**config.mk**
```make
export PLATFORM = sky130hd
export DESIGN_NAME = six_bit_bidirectional_port
export DESIGN_NICKNAME = d
export VERILOG_FILES = /design/src/verilog/port_pkg.sv /design/src/verilog/six_bit_bidirectional_port.sv
export VERILOG_INCLUDE_DIRS = /design/src /design/src/verilog
export SDC_FILE = /design/constraint.sdc
export NUM_CORES = 1
export LEC_CHECK = 0
export ABC_AREA = 1
export BUFFER_PORTS_ARGS = -buffer_cell sky130_fd_sc_hd__buf_4
export CORE_MARGIN = 8
export CORE_UTILIZATION = 40
export DETAILED_ROUTE_END_ITERATION = 8
export PLACE_DENSITY = 0.62
export SYNTH_ARGS = -nofsm -noshare
export SYNTH_HDL_FRONTEND = slang
export SYNTH_SLANG_ARGS = --single-unit
```
**constraint.sdc**
```tcl
create_clock -name clock -period 2.2 [get_ports clock]
set_input_delay 0.44 -clock clock [delete_from_list [all_inputs] [get_ports clock]]
set_output_delay 0.44 -clock clock [all_outputs]
set_load 0.05 [all_outputs]
```
**src/verilog/port_defs.svh**
```systemverilog
`ifndef PORT_DEFS_SVH
`define PORT_DEFS_SVH

// Register offsets
`define ADDR_PIN_DATA    8'h00
`define ADDR_PIN_DIR     8'h01
`define ADDR_DATA_SET    8'h02
`define ADDR_DATA_CLEAR  8'h03
`define ADDR_ANALOG_SEL  8'h04
`define ADDR_PORT_CFG    8'h05

// Reset values
`define DATA_RESET       6'h00
`define DIR_RESET        6'h3F
`define ANALOG_RESET     6'h3F
`define RDATA_IDLE       8'h00
`define PINS_IDLE        6'h00
`define EXT_RESET_IDLE   1'h0

// Field positions and masks
`define PIN_THREE        3
`define CFG_EXT_RESET    0
`define CFG_OSC_LO       1
`define CFG_OSC_HI       2
`define MASK_PIN_THREE   6'h08
`define MASK_XTAL_PINS   6'h30
`define UPPER_ZERO       2'h0
`define UPPER_CFG_ZERO   5'h00
`define XTAL_DIR_READ    2'h3

`endif

```
**src/verilog/port_pkg.sv**
```systemverilog
`default_nettype none
package port_pkg;

	typedef logic [5:0] pin_vec_t;

	typedef enum logic [1:0] {
		OSC_INTERNAL = 2'h0,
		OSC_LP       = 2'h1,
		OSC_XT       = 2'h2,
		OSC_HS       = 2'h3
	} osc_mode_t;

endpackage
`default_nettype wire

```
**src/verilog/six_bit_bidirectional_port.sv**
```systemverilog
// Our own choices: the address map and the plain strobed port.
`include "port_defs.svh"
`default_nettype none

module six_bit_bidirectional_port (
	input  wire logic               clock,
	input  wire logic               reset_n,
	input  wire logic [7:0]         addr,
	input  wire logic [7:0]         wdata,
	input  wire logic               wr_stb,
	input  wire logic               rd_stb,
	output var  logic [7:0]         rdata,
	input  wire port_pkg::pin_vec_t pin_in,
	output var  port_pkg::pin_vec_t pin_out,
	output var  port_pkg::pin_vec_t pin_oe,
	input  wire port_pkg::pin_vec_t periph_en,
	input  wire port_pkg::pin_vec_t periph_out,
	input  wire port_pkg::pin_vec_t periph_oe,
	output var  port_pkg::pin_vec_t pin_change
);
	import port_pkg::*;

	pin_vec_t  latch_r;
	pin_vec_t  latch_nxt;
	pin_vec_t  dir_r;
	pin_vec_t  dir_nxt;
	pin_vec_t  analog_r;
	pin_vec_t  analog_nxt;
	logic      ext_reset_en_r;
	logic      ext_reset_en_nxt;
	osc_mode_t osc_mode_r;
	osc_mode_t osc_mode_nxt;
	logic [7:0] rdata_r;
	logic [7:0] rdata_nxt;
	pin_vec_t  pin_out_r;
	pin_vec_t  pin_out_nxt;
	pin_vec_t  pin_oe_r;
	pin_vec_t  pin_oe_nxt;
	pin_vec_t  pin_prev_r;
	pin_vec_t  pin_change_r;
	pin_vec_t  pin_change_nxt;

	// Address decode
	wire sel_data_wr = wr_stb && (addr == `ADDR_PIN_DATA);
	wire sel_dir_wr  = wr_stb && (addr == `ADDR_PIN_DIR);
	wire sel_set_wr  = wr_stb && (addr == `ADDR_DATA_SET);
	wire sel_clr_wr  = wr_stb && (addr == `ADDR_DATA_CLEAR);
	wire sel_ana_wr  = wr_stb && (addr == `ADDR_ANALOG_SEL);
	wire sel_cfg_wr  = wr_stb && (addr == `ADDR_PORT_CFG);

	// Pin three is always held as input, the oscillator pins in the LP, XT and HS modes unless periph_en hands them to a peripheral
	wire xtal_mode = (osc_mode_r == OSC_LP) || (osc_mode_r == OSC_XT)
		|| (osc_mode_r == OSC_HS);
	wire pin_vec_t forced_in = `MASK_PIN_THREE
		| (xtal_mode ? `MASK_XTAL_PINS : `PINS_IDLE);
	wire pin_vec_t dir_eff = dir_r | forced_in;

	// Pin levels as software sees them
	wire pin_vec_t three_hide = ext_reset_en_r ? `MASK_PIN_THREE
		: `PINS_IDLE;
	wire pin_vec_t pin_read = pin_in & ~analog_r & ~three_hide;

	// Bit merge: set and clear offsets touch only the bits named in wdata,
	// the rest come from the pins as sampled now, so a pin held low by a
	// load can overwrite its latch bit. That is the price of the RMW.
	wire pin_vec_t wr_bits = wdata[5:0];
	wire pin_vec_t merge_set = pin_read | wr_bits;
	wire pin_vec_t merge_clr = pin_read & ~wr_bits;

	assign latch_nxt = sel_data_wr ? wr_bits
		: sel_set_wr ? merge_set
		: sel_clr_wr ? merge_clr
		: latch_r;

	assign dir_nxt = sel_dir_wr ? wr_bits : dir_r;
	assign analog_nxt = sel_ana_wr ? wr_bits : analog_r;
	assign ext_reset_en_nxt = sel_cfg_wr ? wdata[`CFG_EXT_RESET]
		: ext_reset_en_r;
	assign osc_mode_nxt = sel_cfg_wr
		? osc_mode_t'(wdata[`CFG_OSC_HI:`CFG_OSC_LO]) : osc_mode_r;

	// Drivers: analog select does not enter here on purpose
	wire pin_vec_t gpio_drive = ~periph_en & ~dir_eff;
	wire pin_vec_t periph_drive = periph_en & periph_oe;
	assign pin_oe_nxt = (gpio_drive | periph_drive)
		& ~`MASK_PIN_THREE;
	assign pin_out_nxt = ((periph_en & periph_out)
		| (~periph_en & latch_nxt)) & ~`MASK_PIN_THREE;

	// Change events feed an interrupt controller elsewhere
	assign pin_change_nxt = (pin_in ^ pin_prev_r) & ~analog_r;

	// Read mux, answered one cycle after the strobe
	wire [7:0] data_view = {`UPPER_ZERO, pin_read};
	wire [7:0] dir_view = {`UPPER_ZERO, dir_eff};
	wire [7:0] ana_view = {`UPPER_ZERO, analog_r};
	wire [7:0] cfg_view = {`UPPER_CFG_ZERO, osc_mode_r, ext_reset_en_r};
	wire [7:0] read_mux =
		(addr == `ADDR_PIN_DATA)   ? data_view :
		(addr == `ADDR_PIN_DIR)    ? dir_view :
		(addr == `ADDR_ANALOG_SEL) ? ana_view :
		(addr == `ADDR_PORT_CFG)   ? cfg_view :
		`RDATA_IDLE;
	assign rdata_nxt = rd_stb ? read_mux : `RDATA_IDLE;

	// Latch bits 5 and 3 are unknown after reset; zero is chosen
	always_ff @(posedge clock or negedge reset_n) begin
		if (!reset_n) begin
			latch_r  <= `DATA_RESET;
			dir_r    <= `DIR_RESET;
			analog_r <= `ANALOG_RESET;
		end else begin
			latch_r  <= latch_nxt;
			dir_r    <= dir_nxt;
			analog_r <= analog_nxt;
		end
	end

	always_ff @(posedge clock or negedge reset_n) begin
		if (!reset_n) begin
			ext_reset_en_r <= `EXT_RESET_IDLE;
			osc_mode_r     <= OSC_INTERNAL;
		end else begin
			ext_reset_en_r <= ext_reset_en_nxt;
			osc_mode_r     <= osc_mode_nxt;
		end
	end

	always_ff @(posedge clock or negedge reset_n) begin
		if (!reset_n) begin
			pin_out_r <= `PINS_IDLE;
			pin_oe_r  <= `PINS_IDLE;
			rdata_r   <= `RDATA_IDLE;
		end else begin
			pin_out_r <= pin_out_nxt;
			pin_oe_r  <= pin_oe_nxt;
			rdata_r   <= rdata_nxt;
		end
	end

	always_ff @(posedge clock or negedge reset_n) begin
		if (!reset_n) begin
			pin_prev_r   <= `PINS_IDLE;
			pin_change_r <= `PINS_IDLE;
		end else begin
			pin_prev_r   <= pin_in;
			pin_change_r <= pin_change_nxt;
		end
	end

	assign rdata      = rdata_r;
	assign pin_out    = pin_out_r;
	assign pin_oe     = pin_oe_r;
	assign pin_change = pin_change_r;

	// Checks

	a_input_no_drive:
	assert property (@(posedge clock) disable iff (!reset_n)
		(~periph_en & dir_eff) != `PINS_IDLE
		|=> (pin_oe & $past(~periph_en & dir_eff)) == `PINS_IDLE)
	else $error("input pin is driven");

	a_output_drives_latch:
	assert property (@(posedge clock) disable iff (!reset_n)
		gpio_drive != `PINS_IDLE
		|=> ((pin_oe & $past(gpio_drive & ~`MASK_PIN_THREE))
			== $past(gpio_drive & ~`MASK_PIN_THREE))
		&& (((pin_out ^ latch_r) & $past(gpio_drive)) == `PINS_IDLE))
	else $error("output pin not driving latch");

	a_pin_three_input:
	assert property (@(posedge clock) disable iff (!reset_n)
		rd_stb && (addr == `ADDR_PIN_DIR)
		|=> rdata[`PIN_THREE] && !pin_oe[`PIN_THREE])
	else $error("pin three not input only");

	a_data_read_pins:
	assert property (@(posedge clock) disable iff (!reset_n)
		rd_stb && (addr == `ADDR_PIN_DATA)
		|=> rdata[5:0] == $past(pin_read))
	else $error("data read differs from pins");

	a_set_merges_pins:
	assert property (@(posedge clock) disable iff (!reset_n)
		sel_set_wr |=> latch_r == ($past(pin_read) | $past(wr_bits)))
	else $error("set write not merged with pins");

	a_clear_merges_pins:
	assert property (@(posedge clock) disable iff (!reset_n)
		sel_clr_wr |=> latch_r == ($past(pin_read) & ~$past(wr_bits)))
	else $error("clear write not merged with pins");

	a_ext_reset_hides:
	assert property (@(posedge clock) disable iff (!reset_n)
		rd_stb && (addr == `ADDR_PIN_DATA) && ext_reset_en_r
		|=> !rdata[`PIN_THREE])
	else $error("pin three visible with reset pin on");

	a_analog_reads_zero:
	assert property (@(posedge clock) disable iff (!reset_n)
		rd_stb && (addr == `ADDR_PIN_DATA)
		|=> (rdata[5:0] & $past(analog_r)) == `PINS_IDLE)
	else $error("analog pin read nonzero");

	a_analog_no_event:
	assert property (@(posedge clock) disable iff (!reset_n)
		1'b1 |=> (pin_change & $past(analog_r)) == `PINS_IDLE)
	else $error("analog pin raised change event");

	a_upper_bits_zero:
	assert property (@(posedge clock) disable iff (!reset_n)
		rd_stb |=> rdata[7:6] == `UPPER_ZERO)
	else $error("unimplemented bits read nonzero");

	a_xtal_dir_read:
	assert property (@(posedge clock) disable iff (!reset_n)
		rd_stb && (addr == `ADDR_PIN_DIR) && xtal_mode
		|=> rdata[5:4] == `XTAL_DIR_READ)
	else $error("crystal pins not read as inputs");

	a_periph_owns_pin:
	assert property (@(posedge clock) disable iff (!reset_n)
		periph_en != `PINS_IDLE
		|=> ((pin_out ^ $past(periph_out))
			& $past(periph_en & ~`MASK_PIN_THREE)) == `PINS_IDLE)
	else $error("peripheral lost its pin");

	a_latch_retained:
	assert property (@(posedge clock) disable iff (!reset_n)
		!(sel_data_wr || sel_set_wr || sel_clr_wr)
		|=> $stable(latch_r))
	else $error("latch changed without a write");

	a_read_one_cycle:
	assert property (@(posedge clock) disable iff (!reset_n)
		!rd_stb |=> rdata == `RDATA_IDLE)
	else $error("read data outside answer cycle");

	a_pin_three_quiet:
	assert property (@(posedge clock) disable iff (!reset_n)
		!pin_oe[`PIN_THREE] && !pin_out[`PIN_THREE])
	else $error("pin three driven");

	a_dir_write_lands:
	assert property (@(posedge clock) disable iff (!reset_n)
		sel_dir_wr |=> dir_r == $past(wr_bits))
	else $error("direction write lost");

	a_data_write_lands:
	assert property (@(posedge clock) disable iff (!reset_n)
		sel_data_wr |=> latch_r == $past(wr_bits))
	else $error("data write lost");

	a_set_bits_high:
	assert property (@(posedge clock) disable iff (!reset_n)
		sel_set_wr |=> (latch_r & $past(wr_bits)) == $past(wr_bits))
	else $error("set bit not stored");

	a_clear_bits_low:
	assert property (@(posedge clock) disable iff (!reset_n)
		sel_clr_wr |=> (latch_r & $past(wr_bits)) == `PINS_IDLE)
	else $error("clear bit not stored");

	a_analog_keeps_drive:
	assert property (@(posedge clock) disable iff (!reset_n)
		(analog_r & gpio_drive) != `PINS_IDLE
		|=> (pin_oe & $past(analog_r & gpio_drive))
			== $past(analog_r & gpio_drive))
	else $error("analog select cut a driver");

	a_pin_three_visible:
	assert property (@(posedge clock) disable iff (!reset_n)
		rd_stb && (addr == `ADDR_PIN_DATA) && !ext_reset_en_r
		&& !analog_r[`PIN_THREE]
		|=> rdata[`PIN_THREE] == $past(pin_in[`PIN_THREE]))
	else $error("pin three level not read");

	a_dir_read_value:
	assert property (@(posedge clock) disable iff (!reset_n)
		rd_stb && (addr == `ADDR_PIN_DIR) && !xtal_mode
		|=> rdata[5:0] == ($past(dir_r) | `MASK_PIN_THREE))
	else $error("direction read wrong");

	a_xtal_pins_quiet:
	assert property (@(posedge clock) disable iff (!reset_n)
		xtal_mode
		|=> (pin_oe & $past(`MASK_XTAL_PINS & ~periph_en)) == `PINS_IDLE)
	else $error("crystal pin driven");

endmodule // six_bit_bidirectional_port
`default_nettype wire

```
* Word level (Yosys, flattened, before mapping) *
Index checks and enable logic that the tools add are counted.
Widths: inputs -> output; s select.

word-level totals
  register bits = 51
  bits in latches = 0
  memory bits (writable) = 0
  ROM bits = 0
  bits of input ports = 44
  word-level logic and storage cells = 55
  memories kept = 0

cells by class
  add/subtract/negate cells = 0
  multipliers = 0
  divide/modulo/power cells = 0
  $lt $le $gt $ge = 0
  equality and inequality tests = 8
  shift operators = 0
  muxes and demuxes = 10
  bitwise logic cells = 18
  reductions and logical operators = 9

operator list
  cell                number
  $and 6x6->6         8
  $mux 6              8
  $not 6->6           4
  $or 6x6->6          4
  $eq 8x2->1 const B  2
  $eq 8x3->1 const B  2
  $eq 8x1->1 const B  1
  $logic_not 8->1     1
  $logic_and 1x1->1   6
  $not 4->6           1
  $xor 6x6->6         1
  $eq 2x2->1 const B  2
  $mux 4              1
  $mux 3              1
  $eq 2x1->1 const B  1
  $logic_or 1x1->1    2

* Longest topological paths before layout *
  word-level depth = 9
  gate-level depth with buffers = 11
  gate-level depth less buffers = 11

* Worst setup path after synthesis *
OpenSTA, ideal clock, no wires.

  kind = input to register
  start point = input port addr[5]
  end point = register pin_out_r[2], in the netlist pin_out[2]
  arrival = 1269 ps
  setup slack = 810 ps
  stages on the path = 9
  buffers on the path = 1
  path through = nor2_1 > nand2_4 > clkinv_4 > nand2_4 > nor2_4 > buf_6 > nand3_2 > o21ai_1 > o21ai_1

between the ends
  longest elaborated chain between the ends = 7
  elaborated cells on any way between the ends = 11
  those cells by class = eq/ne (2); mux (3); bitwise (2); reduce/logical (4)

RTL lines
  item                         RTL line                           source
  from (decl)                  six_bit_bidirectional_port.sv:8    input wire logic [7:0] addr,
  $eq 8x2->1 (no source line)  n/a
  $logic_and 1x1->1            six_bit_bidirectional_port.sv:47   wire sel_clr_wr = wr_stb && (addr == `ADDR_DATA_CLEAR);
  $mux 6                       six_bit_bidirectional_port.sv:72   : sel_clr_wr ? merge_clr
  $mux 6                       six_bit_bidirectional_port.sv:71   : sel_set_wr ? merge_set
  $mux 6 *                     six_bit_bidirectional_port.sv:70   assign latch_nxt = sel_data_wr ? wr_bits
  $and 6x6->6 *                six_bit_bidirectional_port.sv:88   | (~periph_en & latch_nxt)) & ~`MASK_PIN_THREE;
  $or 6x6->6 *                 six_bit_bidirectional_port.sv:88
  net pin_out_nxt[2]           six_bit_bidirectional_port.sv:36   pin_vec_t pin_out_nxt;
  to (signal assigned)         six_bit_bidirectional_port.sv:131  pin_out_r <= `PINS_IDLE;
  to (signal assigned)         six_bit_bidirectional_port.sv:135  pin_out_r <= pin_out_nxt;
  to (decl)                    six_bit_bidirectional_port.sv:35   pin_vec_t pin_out_r;

The timed path passes the listed nets; every way through them passes the cells marked *.
A chain may end at the register's enable or synchronous reset.

* Final worst setup path *
  start point = input port addr[5]
  end point = register pin_out_r[1], in the netlist pin_out[1]

Same word-level chain as after synthesis.

==> metrics.cfg <==
[sta]
finalSetupViolations = 0
fin_ws_ns = 0.735
timing.fmax_mhz = 683
finalCritPeriodShare_pct = 66.6
tns_ns = 0
finClkSkew_ns = 0.00789
drv_slew = 0
hold_viol_final = 0
rsz0062_at_grt = no
worst_pin_slew_ns = 0.584
hold_slack_ns = 0.133
period_minus_slack_ns = 1.46
slew_headroom_pct = 61.1

[drt]
dr_total_vias = 1756
ant_nets = 0
wl_um = 5040
drt-pass1-iter-count = 4
avgViaCountPerCell = 4.63
drt_iter0_drc = 70
route.detailed.drc = 0
wire_per_inst_um = 13.3

[synthesis]
synthFlopType = dfrtp_1
yosysSeqAreaShare_pct = 53.0
yosys.area.top_type_share_pct = 40.1
yosys-top-cells-area = dfrtp_1, dfstp_2, nand2_1
ys_types = 30
ys_async_sr_fraction_pct = 100
synth-edff-count = 0
syn_area_um2 = 2250
syn_inst = 245
ys_ff_latch = 47
ys_warn_count = 0
yosysTopAreaCell = dfrtp_1
synth_area_per_cell_um2 = 9.17

[worst_setup_path]
cp.arrival_ns = 1.65
rr_startpoint = analog_r[1]
crit_required_ns = 2.38
crit_fanout = 13
crit_type = in -> reg
rrSetupSlack_ns = 0.98
cp-start-kind = input pin
cp-end-kind = flop
startpoint = addr[5]

[clocking]
ctsHoldBuffers = 0
h-tree-depth = 2
clkLatencyLatePin_ns = 0.30
ctsRootBufferMaster = clkbuf_8
clock_path_buffers = 2
postCtsSetupRepairBufs = 0
cts.sinks = 47
tritoncts = yes
cts-buffers-inserted = 5
path_clk_slew_ns = 0.08
cts_resized = 0

[die]
io_pins = 70
core-area_um2 = 5470
num_rows = 27
die_x_um = 91.0
die_y_um = 91.0
start_util_pct = 41.1
die_area_um2 = 8270

[finish]
fin_util_pct = 51.9
finalNetCount = 350
n_antenna_cell = 0
area_growth_pct = 26.3
drive_above_1_share_pct = 33.9

[hold_path]
min_path_type = in -> async

[place]
dpl_worst_slack_ns = 0.429
port_buffers = 60
dp.final_hpwl_um = 3730
finalWeightedCongestion = 0.770

[run]
drv_cap = 0

[global_route]
grt-ovfl-total = 0
antenna_found_initial = 0
grt_pass1_vias = 1772
grt_first_pass_wirelength_um = 8650
grt_util_all_layers_pct = 12.8
grt_max_degree = 48

[pwr]
vdd_drop_max_uv = 287
p_per_area_nw_per_um2 = 692
p_leak_nw = 1.39

[outcome]
outcome = finished, final reports clean

-- layout by cell type, fill, tap and decap left out, drive strengths merged --
master,n
xnor2,5
clkbuf,6
clkinv,2
nor2,17
nor4,1
dfrtp,36
o21ai,34
nand3b,2
nor3,3
bufinv,1
nand3,16
a21oi,11
buf,60
nor3b,1
inv,31
o21a,4
o211ai,4
nand2,57
conb,4
mux2,1
dfstp,11
-- final timing paths --
path,end,cells after the start
worst min-delay path,pin_prev_r[3],1
worst max-delay path,pin_out[1],9
min in group clock,pin_prev_r[3],1
worst min register to register,pin_change[4],1
worst max register to register,pin_out[1],7
max in group asynchronous,pin_prev_r[2],1
-- metrics by stage --
stage,power [mW],std cells,cell area (µm²)
after floorplan,1.20,248,2260
after global placement,1.34,371,2720
after detailed placement,1.35,371,2720
after CTS,2.00,379,2840
after global routing,2.07,379,2840
final,1.96,379,2840
-- final cells by class --
cell class	count	area (µm²)
multi-input combinational	160	865
clock buffer	6	82.6
clock inverter	2	35.0
sequential	47	1190
timing repair buffer	60	450
tap	72	90.1
inverter	32	125
fill	549	2640
-- power breakdown --
part / internal [mW] / switching [mW]
combinational: 0.133 / 0.240
sequential: 0.929 / 0.0217
clock: 0.367 / 0.273
-- Yosys cell counts (all sizes together), types with 2 or more instances --
cell,count
nand2,57
nor2,17
buf,9
nor3,3
a21oi,11
o211ai,4
dfstp,11
o21a,4
dfrtp,36
nand3b,2
o21ai,34
xnor2,5
inv,31
nand3,16
-- cell families after synthesis --
kind of cell | count (synthesis) | synth area share (%)
multiplexers | 1 | 0.668
XOR/XNOR | 5 | 1.95
flip-flops | 47 | 53.0
AO/OA/AOI/OAI | 53 | 13.5
other | 1 | 0.167
buffers and inverters | 41 | 9.08
AND/OR/NAND/NOR | 97 | 21.7
-- flip-flops by register name, indices dropped and copies added, names as in the netlist --
register        flops
analog_r            6
pin_change          6
pin_prev_r          6
rdata               6
dir_r               5
latch_r             5
pin_oe              5
pin_out             5
osc_mode_r          2
ext_reset_en_r      1
-- routing by layer --
layer / GRT usage [%] / part of all wire, % / up-vias / routed length (µm)
li1: - / - / 908 / -
met1: 15.7 / 46 / 784 / 2310
met2: 20.2 / 44 / 58 / 2210
met3: 4.36 / 8.5 / 6 / 430
met4: 5.32 / 1.8 / 0 / 91
met5: 0 / 0 / - / 0
-- worst max-delay path, cell delays in order --
cell and delay (ns):
buf_4 0.11, nor2_1 0.17, nand2_4 0.10, clkinv_4 0.09, nand2_4 0.06, nor2_4 0.29, nand3_1 0.16, o21ai_1 0.15
o21ai_1 0.08
(Power assumes the default switching activity.)
